==> src/erl_pkg.sv <==
// erl_pkg: constants and types of the error response and logging block
package erl_pkg;
	// register byte offsets
	localparam logic [7:0] ERL_CTRL    = 8'h00;
	localparam logic [7:0] ERL_STATUS  = 8'h04;
	localparam logic [7:0] ERL_INFO    = 8'h08;
	localparam logic [7:0] ERL_HARDLOG = 8'h0c;
	localparam logic [7:0] ERL_LOG_LO  = 8'h10;
	localparam logic [7:0] ERL_LOG_HI  = 8'h14;
	localparam logic [7:0] ERL_ADVMASK = 8'h18;
	localparam logic [7:0] ERL_CLEAR   = 8'h1c;
	// reset values
	localparam logic [31:0] CTRL_RST    = 32'h0000_0000;
	localparam logic [31:0] ADVMASK_RST = 32'h0000_0000;
	// control fields
	localparam int CTRL_ACT_LSB  = 0;
	localparam int CTRL_ALL_BIT  = 2;
	localparam int CTRL_TGT_LSB  = 3;
	localparam int CTRL_IRQ_LSB  = 8;
	localparam int CLR_SOFT_BIT  = 0;
	localparam int CLR_HARD_BIT  = 1;
	localparam int CLR_PSN_BIT   = 2;
	// core logic actions on a hard error
	localparam logic [1:0] ACT_INTR = 2'h0;
	localparam logic [1:0] ACT_MCHK = 2'h1;
	localparam logic [1:0] ACT_XFER = 2'h2;
	// log word, bit n here is bit 63-n in msb-first numbering
	localparam int SRC_LSB = 32;
	localparam int SRC_MSB = 35;
	// error source codes
	localparam logic [3:0] SRC_XB0_IN  = 4'h0;
	localparam logic [3:0] SRC_XB1_IN  = 4'h1;
	localparam logic [3:0] SRC_XB0_OUT = 4'h2;
	localparam logic [3:0] SRC_CSR     = 4'h5;
	// locally detected error codes
	localparam logic [4:0] ERR_ADDR_PAR = 5'h01;
	localparam logic [4:0] ERR_DATA_PAR = 5'h02;
	localparam logic [4:0] ERR_POISON   = 5'h03;
	localparam int PSN_DEPTH = 4;
	typedef enum logic [1:0] {CL_NONE, CL_ADV, CL_SOFT, CL_HARD} erl_class_t;
endpackage : erl_pkg

==> src/erl_reg_if.sv <==
// erl_reg_if: register access strobes between bus slave and block core
`timescale 1ns/1ps
interface erl_reg_if;
	logic        wr;
	logic [7:0]  waddr;
	logic [31:0] wdata;
	logic        rd;
	logic [7:0]  raddr;
	logic [31:0] rdata;
	modport bus  (output wr, waddr, wdata, rd, raddr, input rdata);
	modport regs (input wr, waddr, wdata, rd, raddr, output rdata);
endinterface : erl_reg_if

==> src/erl_ahb_slave.sv <==
// erl_ahb_slave: zero-wait ahb-lite slave driving register strobes
`timescale 1ns/1ps
module erl_ahb_slave (
	input  wire logic        hclk,
	input  wire logic        hresetn,
	input  wire logic        hsel,
	input  wire logic [31:0] haddr,
	input  wire logic [1:0]  htrans,
	input  wire logic        hwrite,
	input  wire logic        hready,
	input  wire logic [31:0] hwdata,
	output logic      [31:0] hrdata,
	output logic             hreadyout,
	output logic             hresp,
	erl_reg_if.bus           rb
);
	logic        wr_pend;
	logic [7:0]  wa;
	logic        next_wr_pend;
	logic [7:0]  next_wa;
	logic [31:0] next_hrdata;
	logic        acc;

	// htrans[1] covers nonseq and seq
	assign acc = hsel && hready && htrans[1];
	assign rb.rd = acc && !hwrite;
	assign rb.raddr = haddr[7:0];
	// write lands in the data phase, when hwdata is valid
	assign rb.wr = wr_pend;
	assign rb.waddr = wa;
	assign rb.wdata = hwdata;
	assign hreadyout = 1'b1;
	assign hresp = 1'b0;

	always_comb begin
		next_wr_pend = acc && hwrite;
		next_wa = acc ? haddr[7:0] : wa;
		next_hrdata = rb.rd ? rb.rdata : hrdata;
	end

	always_ff @(posedge hclk or negedge hresetn) begin
		if (!hresetn) begin
			wr_pend <= 1'b0;
			wa <= 8'h00;
			hrdata <= 32'h0000_0000;
		end else begin
			wr_pend <= next_wr_pend;
			wa <= next_wa;
			hrdata <= next_hrdata;
		end
	end
endmodule : erl_ahb_slave

==> src/erl_top.sv <==
// erl_top: error classification, error responses and error logging
// How it works
// - soft errors only on response-expected transactions
// - failed response-expected request gets error response; one that fails with a hard error gets no response
// - advisory errors only logged locally, polled
// - responseless data parity is advisory, line poisoned
// - selected advisory errors raise a directed interrupt
// - unreportable or silent corruption errors are hard
// - hard errors signalled, core logic takes action
// - hard error freezes every error logging register
// - hard log keeps only the first hard error
// - hard log keeps clock phase for first-chip isolation
// - error response has no data, names detector and code
// - agent logs and forwards directed error to requester
// - four-bit error source field with fixed codes
// - info field holds crossbar error response details
// - crossbar info subfields at their fixed positions
//
// The implementer's own choices: the register addresses and the AHB-Lite interface to the registers.
`timescale 1ns/1ps
module erl_top
	import erl_pkg::*;
(
	input  wire logic        hclk,
	input  wire logic        hresetn,
	input  wire logic        hsel,
	input  wire logic [31:0] haddr,
	input  wire logic [1:0]  htrans,
	input  wire logic        hwrite,
	input  wire logic [2:0]  hsize,
	input  wire logic        hready,
	input  wire logic [31:0] hwdata,
	output logic      [31:0] hrdata,
	output logic             hreadyout,
	output logic             hresp,
	input  wire logic        det_valid,
	input  wire logic        det_resp_expected,
	input  wire logic        det_data_parity,
	input  wire logic        det_addr_parity,
	input  wire logic        det_fault,
	input  wire logic [4:0]  det_fault_code,
	input  wire logic [7:0]  det_line,
	input  wire logic [31:0] det_data,
	input  wire logic [2:0]  chip_id,
	input  wire logic [2:0]  board_id,
	input  wire logic [6:0]  node_id,
	input  wire logic [3:0]  clk_phase,
	input  wire logic        hard_in,
	output logic             resp_valid,
	output logic             resp_err,
	output logic      [31:0] resp_data,
	output logic      [4:0]  resp_code,
	output logic      [2:0]  resp_chip,
	output logic      [2:0]  resp_board,
	output logic      [6:0]  resp_node,
	output logic             hard_out,
	output logic             core_intr,
	output logic             core_mchk,
	output logic             core_xfer,
	output logic             core_all,
	output logic      [4:0]  core_target,
	output logic             adv_irq,
	output logic      [4:0]  adv_irq_target,
	input  wire logic        xr_valid,
	input  wire logic        xr_port,
	input  wire logic        xr_to_io,
	input  wire logic        xr_kind,
	input  wire logic [5:0]  xr_type,
	input  wire logic [5:0]  xr_tid,
	input  wire logic [2:0]  xr_chip,
	input  wire logic [2:0]  xr_board,
	input  wire logic [4:0]  xr_code,
	input  wire logic [6:0]  xr_node,
	input  wire logic        loc_valid,
	input  wire logic [3:0]  loc_src,
	input  wire logic [31:0] loc_info,
	input  wire logic        loc_to_io,
	output logic             dir_valid,
	output logic             dir_to_io,
	output logic      [63:0] dir_word
);
	erl_reg_if rb ();

	erl_ahb_slave u_slave (
		.hclk      (hclk),
		.hresetn   (hresetn),
		.hsel      (hsel),
		.haddr     (haddr),
		.htrans    (htrans),
		.hwrite    (hwrite),
		.hready    (hready),
		.hwdata    (hwdata),
		.hrdata    (hrdata),
		.hreadyout (hreadyout),
		.hresp     (hresp),
		.rb        (rb.bus)
	);

	logic [31:0] ctrl, next_ctrl;
	logic [31:0] adv_mask, next_adv_mask;
	logic        adv_sticky, next_adv_sticky;
	logic        soft_sticky, next_soft_sticky;
	logic [7:0]  adv_cnt, next_adv_cnt;
	erl_class_t  info_class, next_info_class;
	logic [4:0]  info_code, next_info_code;
	logic        info_m, next_info_m;
	logic        info_o, next_info_o;
	logic        hard_seen, next_hard_seen;
	logic        grp, next_grp;
	logic        hl_valid, next_hl_valid;
	logic        hl_simul, next_hl_simul;
	logic [3:0]  hl_phase, next_hl_phase;
	logic [12:0] hl_id, next_hl_id;
	logic [63:0] plog, next_plog;
	logic        next_resp_valid, next_resp_err;
	logic [31:0] next_resp_data;
	logic [4:0]  next_resp_code;
	logic        next_core_intr, next_core_mchk, next_core_xfer;
	logic        next_adv_irq;
	logic        next_dir_valid, next_dir_to_io;
	logic [63:0] next_dir_word;
	erl_class_t  cls;
	logic [4:0]  code;
	logic        frozen, hard_ev, first_hard, clr_soft, clr_hard, clr_psn;
	logic        psn_add, poison_hit, loc_ok;
	logic [PSN_DEPTH-1:0] psn_hit;
	logic [1:0]  psn_ptr, next_psn_ptr;
	logic [3:0]  src;
	logic [31:0] info;

	// clear register is write-only; a set with the clear wins, except info class and code when not above the logged class, and hl_valid while frozen
	assign clr_soft = rb.wr && rb.waddr == ERL_CLEAR && rb.wdata[CLR_SOFT_BIT];
	assign clr_hard = rb.wr && rb.waddr == ERL_CLEAR && rb.wdata[CLR_HARD_BIT];
	assign clr_psn  = rb.wr && rb.waddr == ERL_CLEAR && rb.wdata[CLR_PSN_BIT];
	assign frozen   = hard_seen || grp;

	// poisoned-line table, one entry per slot
	genvar gi;
	generate
		for (gi = 0; gi < PSN_DEPTH; gi++) begin : g_psn
			logic       v, next_v;
			logic [7:0] line, next_line;
			logic       wsel;
			assign wsel = psn_add && psn_ptr == 2'(gi);
			assign psn_hit[gi] = v && line == det_line;
			always_comb begin
				next_v = clr_psn ? 1'b0 : v;
				next_line = line;
				if (wsel) begin
					next_v = 1'b1;
					next_line = det_line;
				end
			end
			always_ff @(posedge hclk or negedge hresetn) begin
				if (!hresetn) begin
					v <= 1'b0;
					line <= 8'h00;
				end else begin
					v <= next_v;
					line <= next_line;
				end
			end
		end
	endgenerate
	assign poison_hit = |psn_hit;

	// classification of a detected error
	always_comb begin
		cls = CL_NONE;
		code = det_fault_code;
		if (det_valid) begin
			if (det_addr_parity) begin
				cls = CL_HARD;
			end else if (det_resp_expected) begin
				if (det_data_parity || det_fault || poison_hit) begin
					cls = CL_SOFT;
				end
			end else if (det_data_parity || det_fault) begin
				cls = CL_ADV;
			end
		end
		if (det_addr_parity) begin
			code = ERR_ADDR_PAR;
		end else if (det_data_parity) begin
			code = ERR_DATA_PAR;
		end else if (poison_hit && !det_fault) begin
			code = ERR_POISON;
		end
	end
	// one table write per poisoning; a repeat on the same line may take a second slot
	assign psn_add = cls == CL_ADV && det_data_parity && !psn_hit[psn_ptr];
	assign next_psn_ptr = psn_add ? psn_ptr + 2'd1 : psn_ptr;
	assign hard_ev = cls == CL_HARD;
	assign first_hard = hard_ev && !frozen;

	// response path: a hard error gets no response at all
	always_comb begin
		next_resp_valid = det_valid && det_resp_expected && cls != CL_HARD;
		next_resp_err = cls == CL_SOFT;
		next_resp_data = cls == CL_SOFT ? 32'h0000_0000 : det_data;
		next_resp_code = cls == CL_SOFT ? code : 5'h00;
	end

	always_ff @(posedge hclk or negedge hresetn) begin
		if (!hresetn) begin
			resp_valid <= 1'b0;
			resp_err <= 1'b0;
			resp_data <= 32'h0000_0000;
			resp_code <= 5'h00;
			resp_chip <= 3'h0;
			resp_board <= 3'h0;
			resp_node <= 7'h00;
			psn_ptr <= 2'h0;
		end else begin
			resp_valid <= next_resp_valid;
			resp_err <= next_resp_err;
			resp_data <= next_resp_data;
			resp_code <= next_resp_code;
			resp_chip <= chip_id;
			resp_board <= board_id;
			resp_node <= node_id;
			psn_ptr <= next_psn_ptr;
		end
	end

	// local logging, frozen once any hard error is known
	always_comb begin
		next_adv_sticky = adv_sticky && !clr_soft;
		next_soft_sticky = soft_sticky && !clr_soft;
		next_adv_cnt = clr_soft ? 8'h00 : adv_cnt;
		next_info_class = info_class;
		next_info_code = info_code;
		next_info_m = info_m;
		next_info_o = info_o;
		if (clr_soft) begin
			next_info_class = CL_NONE;
			next_info_code = 5'h00;
			next_info_m = 1'b0;
			next_info_o = 1'b0;
		end
		if (cls != CL_NONE && !frozen) begin
			if (cls == CL_ADV) begin
				next_adv_sticky = 1'b1;
				if (adv_cnt != 8'hff) begin
					next_adv_cnt = adv_cnt + 8'h01;
				end
			end
			if (cls == CL_SOFT) begin
				next_soft_sticky = 1'b1;
			end
			if (cls > info_class) begin
				next_info_class = cls;
				next_info_code = code;
				next_info_o = info_class != CL_NONE;
			end else begin
				next_info_m = 1'b1;
			end
		end
		next_hard_seen = (hard_seen && !clr_hard) || hard_ev;
		next_grp = (grp && !clr_hard) || hard_in;
		next_hl_valid = hl_valid && !clr_hard;
		next_hl_simul = hl_simul;
		next_hl_phase = hl_phase;
		next_hl_id = hl_id;
		if (first_hard) begin
			next_hl_valid = 1'b1;
			next_hl_simul = hard_in;
			next_hl_phase = clk_phase;
			next_hl_id = {node_id, board_id, chip_id};
		end
		next_core_intr = first_hard && ctrl[CTRL_ACT_LSB +: 2] == ACT_INTR;
		next_core_mchk = first_hard && ctrl[CTRL_ACT_LSB +: 2] == ACT_MCHK;
		next_core_xfer = first_hard && ctrl[CTRL_ACT_LSB +: 2] == ACT_XFER;
		// only codes enabled in the mask interrupt; the rest wait for polling
		next_adv_irq = cls == CL_ADV && !frozen && adv_mask[code];
	end

	always_ff @(posedge hclk or negedge hresetn) begin
		if (!hresetn) begin
			adv_sticky <= 1'b0;
			soft_sticky <= 1'b0;
			adv_cnt <= 8'h00;
			info_class <= CL_NONE;
			info_code <= 5'h00;
			info_m <= 1'b0;
			info_o <= 1'b0;
			hard_seen <= 1'b0;
			grp <= 1'b0;
			hl_valid <= 1'b0;
			hl_simul <= 1'b0;
			hl_phase <= 4'h0;
			hl_id <= 13'h0000;
			core_intr <= 1'b0;
			core_mchk <= 1'b0;
			core_xfer <= 1'b0;
			adv_irq <= 1'b0;
		end else begin
			adv_sticky <= next_adv_sticky;
			soft_sticky <= next_soft_sticky;
			adv_cnt <= next_adv_cnt;
			info_class <= next_info_class;
			info_code <= next_info_code;
			info_m <= next_info_m;
			info_o <= next_info_o;
			hard_seen <= next_hard_seen;
			grp <= next_grp;
			hl_valid <= next_hl_valid;
			hl_simul <= next_hl_simul;
			hl_phase <= next_hl_phase;
			hl_id <= next_hl_id;
			core_intr <= next_core_intr;
			core_mchk <= next_core_mchk;
			core_xfer <= next_core_xfer;
			adv_irq <= next_adv_irq;
		end
	end
	assign hard_out = hard_seen;
	assign core_all = ctrl[CTRL_ALL_BIT];
	assign core_target = ctrl[CTRL_TGT_LSB +: 5];
	assign adv_irq_target = ctrl[CTRL_IRQ_LSB +: 5];

	// processor agent: crossbar error responses take precedence over local ones
	assign loc_ok = loc_valid && loc_src >= SRC_XB0_OUT && loc_src <= SRC_CSR;
	always_comb begin
		src = xr_port ? SRC_XB1_IN : SRC_XB0_IN;
		info = {1'b0, xr_kind, xr_type, xr_tid, xr_chip, xr_board, xr_code, xr_node};
		next_dir_to_io = xr_to_io;
		if (!xr_valid) begin
			src = loc_src;
			info = loc_info;
			next_dir_to_io = loc_to_io;
		end
		next_dir_valid = xr_valid || loc_ok;
		next_dir_word = {28'h000_0000, src, info};
		next_plog = plog;
		if (next_dir_valid && !frozen) begin
			next_plog = next_dir_word;
		end
		next_ctrl = ctrl;
		next_adv_mask = adv_mask;
		if (rb.wr && rb.waddr == ERL_CTRL) begin
			next_ctrl = rb.wdata;
		end
		if (rb.wr && rb.waddr == ERL_ADVMASK) begin
			next_adv_mask = rb.wdata;
		end
	end

	always_ff @(posedge hclk or negedge hresetn) begin
		if (!hresetn) begin
			dir_valid <= 1'b0;
			dir_to_io <= 1'b0;
			dir_word <= 64'h0000_0000_0000_0000;
			plog <= 64'h0000_0000_0000_0000;
			ctrl <= CTRL_RST;
			adv_mask <= ADVMASK_RST;
		end else begin
			dir_valid <= next_dir_valid;
			dir_to_io <= next_dir_to_io;
			dir_word <= next_dir_word;
			plog <= next_plog;
			ctrl <= next_ctrl;
			adv_mask <= next_adv_mask;
		end
	end

	// register read mux; unmapped offsets read zero
	always_comb begin
		unique case (rb.raddr)
			ERL_CTRL:    rb.rdata = ctrl;
			ERL_STATUS:  rb.rdata = {16'h0000, adv_cnt, 3'h0, hl_valid, grp,
				hard_seen, soft_sticky, adv_sticky};
			ERL_INFO:    rb.rdata = {23'h00_0000, info_o, info_m, info_code, info_class};
			ERL_HARDLOG: rb.rdata = {13'h0000, hl_id, hl_phase, hl_simul, hl_valid};
			ERL_LOG_LO:  rb.rdata = plog[31:0];
			ERL_LOG_HI:  rb.rdata = plog[63:32];
			ERL_ADVMASK: rb.rdata = adv_mask;
			default:     rb.rdata = 32'h0000_0000;
		endcase
	end
endmodule : erl_top

==> config.mk <==
export PLATFORM = sky130hd
export DESIGN_NAME = erl_top
export DESIGN_NICKNAME = d
export VERILOG_FILES = /design/src/erl_pkg.sv /design/src/erl_reg_if.sv /design/src/erl_ahb_slave.sv /design/src/erl_top.sv
export SDC_FILE = /design/constraint.sdc
export NUM_CORES = 1
export LEC_CHECK = 0
export BUFFER_PORTS_ARGS = -buffer_cell sky130_fd_sc_hd__buf_2
export CORE_AREA = 3 3 253 131
export DETAILED_ROUTE_END_ITERATION = 10
export DIE_AREA = 0 0 256 134
export PLACE_DENSITY = 0.7
export SYNTH_ARGS = -nofsm -noshare
export SYNTH_HDL_FRONTEND = slang
export SYNTH_HIERARCHICAL = 1
export SYNTH_SLANG_ARGS = --single-unit
==> constraint.sdc <==
create_clock -name hclk -period 4.25 [get_ports hclk]
set_input_delay 0.85 -clock hclk [delete_from_list [all_inputs] [get_ports hclk]]
set_output_delay 0.85 -clock hclk [all_outputs]
set_load 0.05 [all_outputs]
==> results.md <==
* Status: complete, no violations
* Share of layout cells above drive strength 1 at 45.4%
* Cell Area, Synth at 13900 sq um
* Remaining DRCs at 0
* CP startpoint kind: input port
* CP top delay family: simple AND/OR/NAND/NOR gates
* Worst vdd ir at around 0.0003 V
* Max Clk Rate at ~280 MHz
* Root buf cell: clkbuf_16
* Vias in the first global route at 9426
* Crit path cell chain: buf_2 > xnor2_1 > nand4_1 > nor3_2 > nor4_4 > nand2_1 > and2_1 > o21ai_0 > inv_1 > ha_1 > nor2b_1 > o21ai_0 > nor3_1 > o311ai_2 > nand3_1 > o21ai_0
* Final-report hold violation count at 0
* Reg2reg start: g_psn[1].line[2]
* PD cells at ~450 nW/um^2
* WL/cell at around 21 um
* Max clock buf depth at 3
* Area grow syn2layout at 18.6%
* Layout Cell Area excl Fill at 16500 sq um
* Core area at 31300 sq um
* RSZ-0062 raised after global routing: no
* Die height at between 100 and 150 um
* Slowest-stage cell, CP: o311ai_2
* Most frequent cells in the layout: buf_2, dfrtp_1, mux2_2
* Setup Fix Bufs, Post-CTS at 0
* Fill cell count at 2743
* Synthesized area per cell at 12.9 sq um
* Crit Path Class: input port to flip-flop
* CP bufs+invs at 2
* Worst-Skew Late Latency at 0.56 ns
* P_leak at 8.29 nW
* Post-route ant nets at 0
* I/O Buffers at 323
* WL met1 at between 15000 and 20000 um
* DRT Wirelength at between 30000 and 40000 um
* TritonCTS Buffers at 29
* Initial Util at 44.4%
* Top Metal Used: met5
* Met2 Routed Length at 16600 um
* Tcrit/Tclk final at 83.4%
* Final slew viol count at 0
* Iter 0 DRT Violations at 704
* Post-CTS Resized at 0
* Die area at 34300 sq um
* Max_cap viols at 0
* Max Fanout on Critical Path at 15
* Num ports at 382
* Core Rows at 46
* Register-to-register path setup slack at 0.79 ns
* Hold buffers post-CTS at 0
* Final Skew at 0.0179 ns
* First-pass DRT Iterations at 9
* CTS tree: done
* H-Tree Depth at 1
* Placed Instance Area at 15500 sq um
* CTS clk-pin slew, worst paths at 0.07 ns
* GR Util All Layers at 21.6%
* Critical Path AT at 3.94 ns
* Endpoints failing setup at 0
* Post-DP HPWL at 27300 um
* Clock sinks at 313
* Crit. Startpoint: det_line[1]
* RePlAce Congestion at 0.852
* End of the worst register-to-register path: info_code[0]
* Crit-path most repeated cell: o21ai_0
* Commonest non-fill, non-tap cell in the layout: buf_2
* Slew @ Worst Pin at 1.14 ns
* R2R depth at 15
* Overflow after GRT at 0
* NumNets Final at ~1600
* Via density at approximately 5.2
* Max incr delay on CP at 0.36 ns
* Crit path time final at 3.55 ns
* Synth Instances at roughly 1100
* Setup tns final at 0 ns
* YS warnings at 6
* Initial antenna violation count at 4
* DR vias at 9331
* CP Capture Type: flip-flop
* Largest net degree at the start of global routing at 109
* HP Class: input port to async pin
* Global-route wire length before repair at 57000 um
* Met3 Routed Length at ~2600 um
* Worst slew margin at 24.1%
* Worst EP required at 4.64 ns
* Chip width at about 260 um
report_power, final:
| group | leakage (nW) | internal, mW | switching [mW] |
|---|---|---|---|
| Combinational | 3.80 | 0.474 | 0.697 |
| Sequential | 4.00 | 3.29 | 0.200 |
| Clock | 0.487 | 1.54 | 1.14 |
through the flow:
stage	setup WS [ns]	hold slack (ns)	std cells	utilization [%]	power, mW
after floorplan	0.572	0.445	1106	-	4.39
after global placement	0.291	0.458	1749	49.6	4.68
after detailed placement	0.220	0.464	1749	49.6	4.72
after CTS	0.796	0.378	1803	52.7	7.43
after global routing	0.478	0.398	1804	52.7	7.67
final	0.704	0.348	1804	52.7	7.34
registers in the layout, indices dropped and copies added, names as in the netlist, 2 cells and up:
signal,cells
dir_word,36
plog,36
adv_mask,32
ctrl,32
g_psn.line,32
resp_data,32
u_slave/hrdata,32
hl_id,13
adv_cnt,8
u_slave/rb.waddr,8
resp_node,7
info_code,5
resp_code,5
g_psn.v,4
hl_phase,4
resp_board,3
resp_chip,3
info_class,2
psn_ptr,2
worst max-delay path by stage:
stage	cells after the start	end	slack, ns
finish	16	info_code[0]	0.70
global route	16	info_class[1]	0.48
CTS	16	info_code[1]	0.80
detailed placement	16	info_code[1]	0.22
global placement	16	info_o	0.29
floorplan	17	info_code[2]	0.57
final cells by class:
cell class | instances | area, sq um | area share (%)
Clock inverter | 9 | 98.8 | 0.600
Clock buffer | 45 | 876 | 5.32
Multi-Input combinational cell | 639 | 5230 | 31.8
Timing Repair Buffer | 344 | 1810 | 11.0
Antenna cell | 1 | 2.50 | 0.0152
Sequential cell | 313 | 7830 | 47.6
Inverter | 21 | 78.8 | 0.479
Tap cell | 432 | 541 | 3.28
per-layer routing:
metal  track usage, %  vias to the layer above
met2             32.9                      344
li1                 -                     4238
met4             4.24                        6
met1             32.0                     4683
met3             4.70                       60
met5                0                        -
No activity file was read; power rests on OpenSTA's default activity.
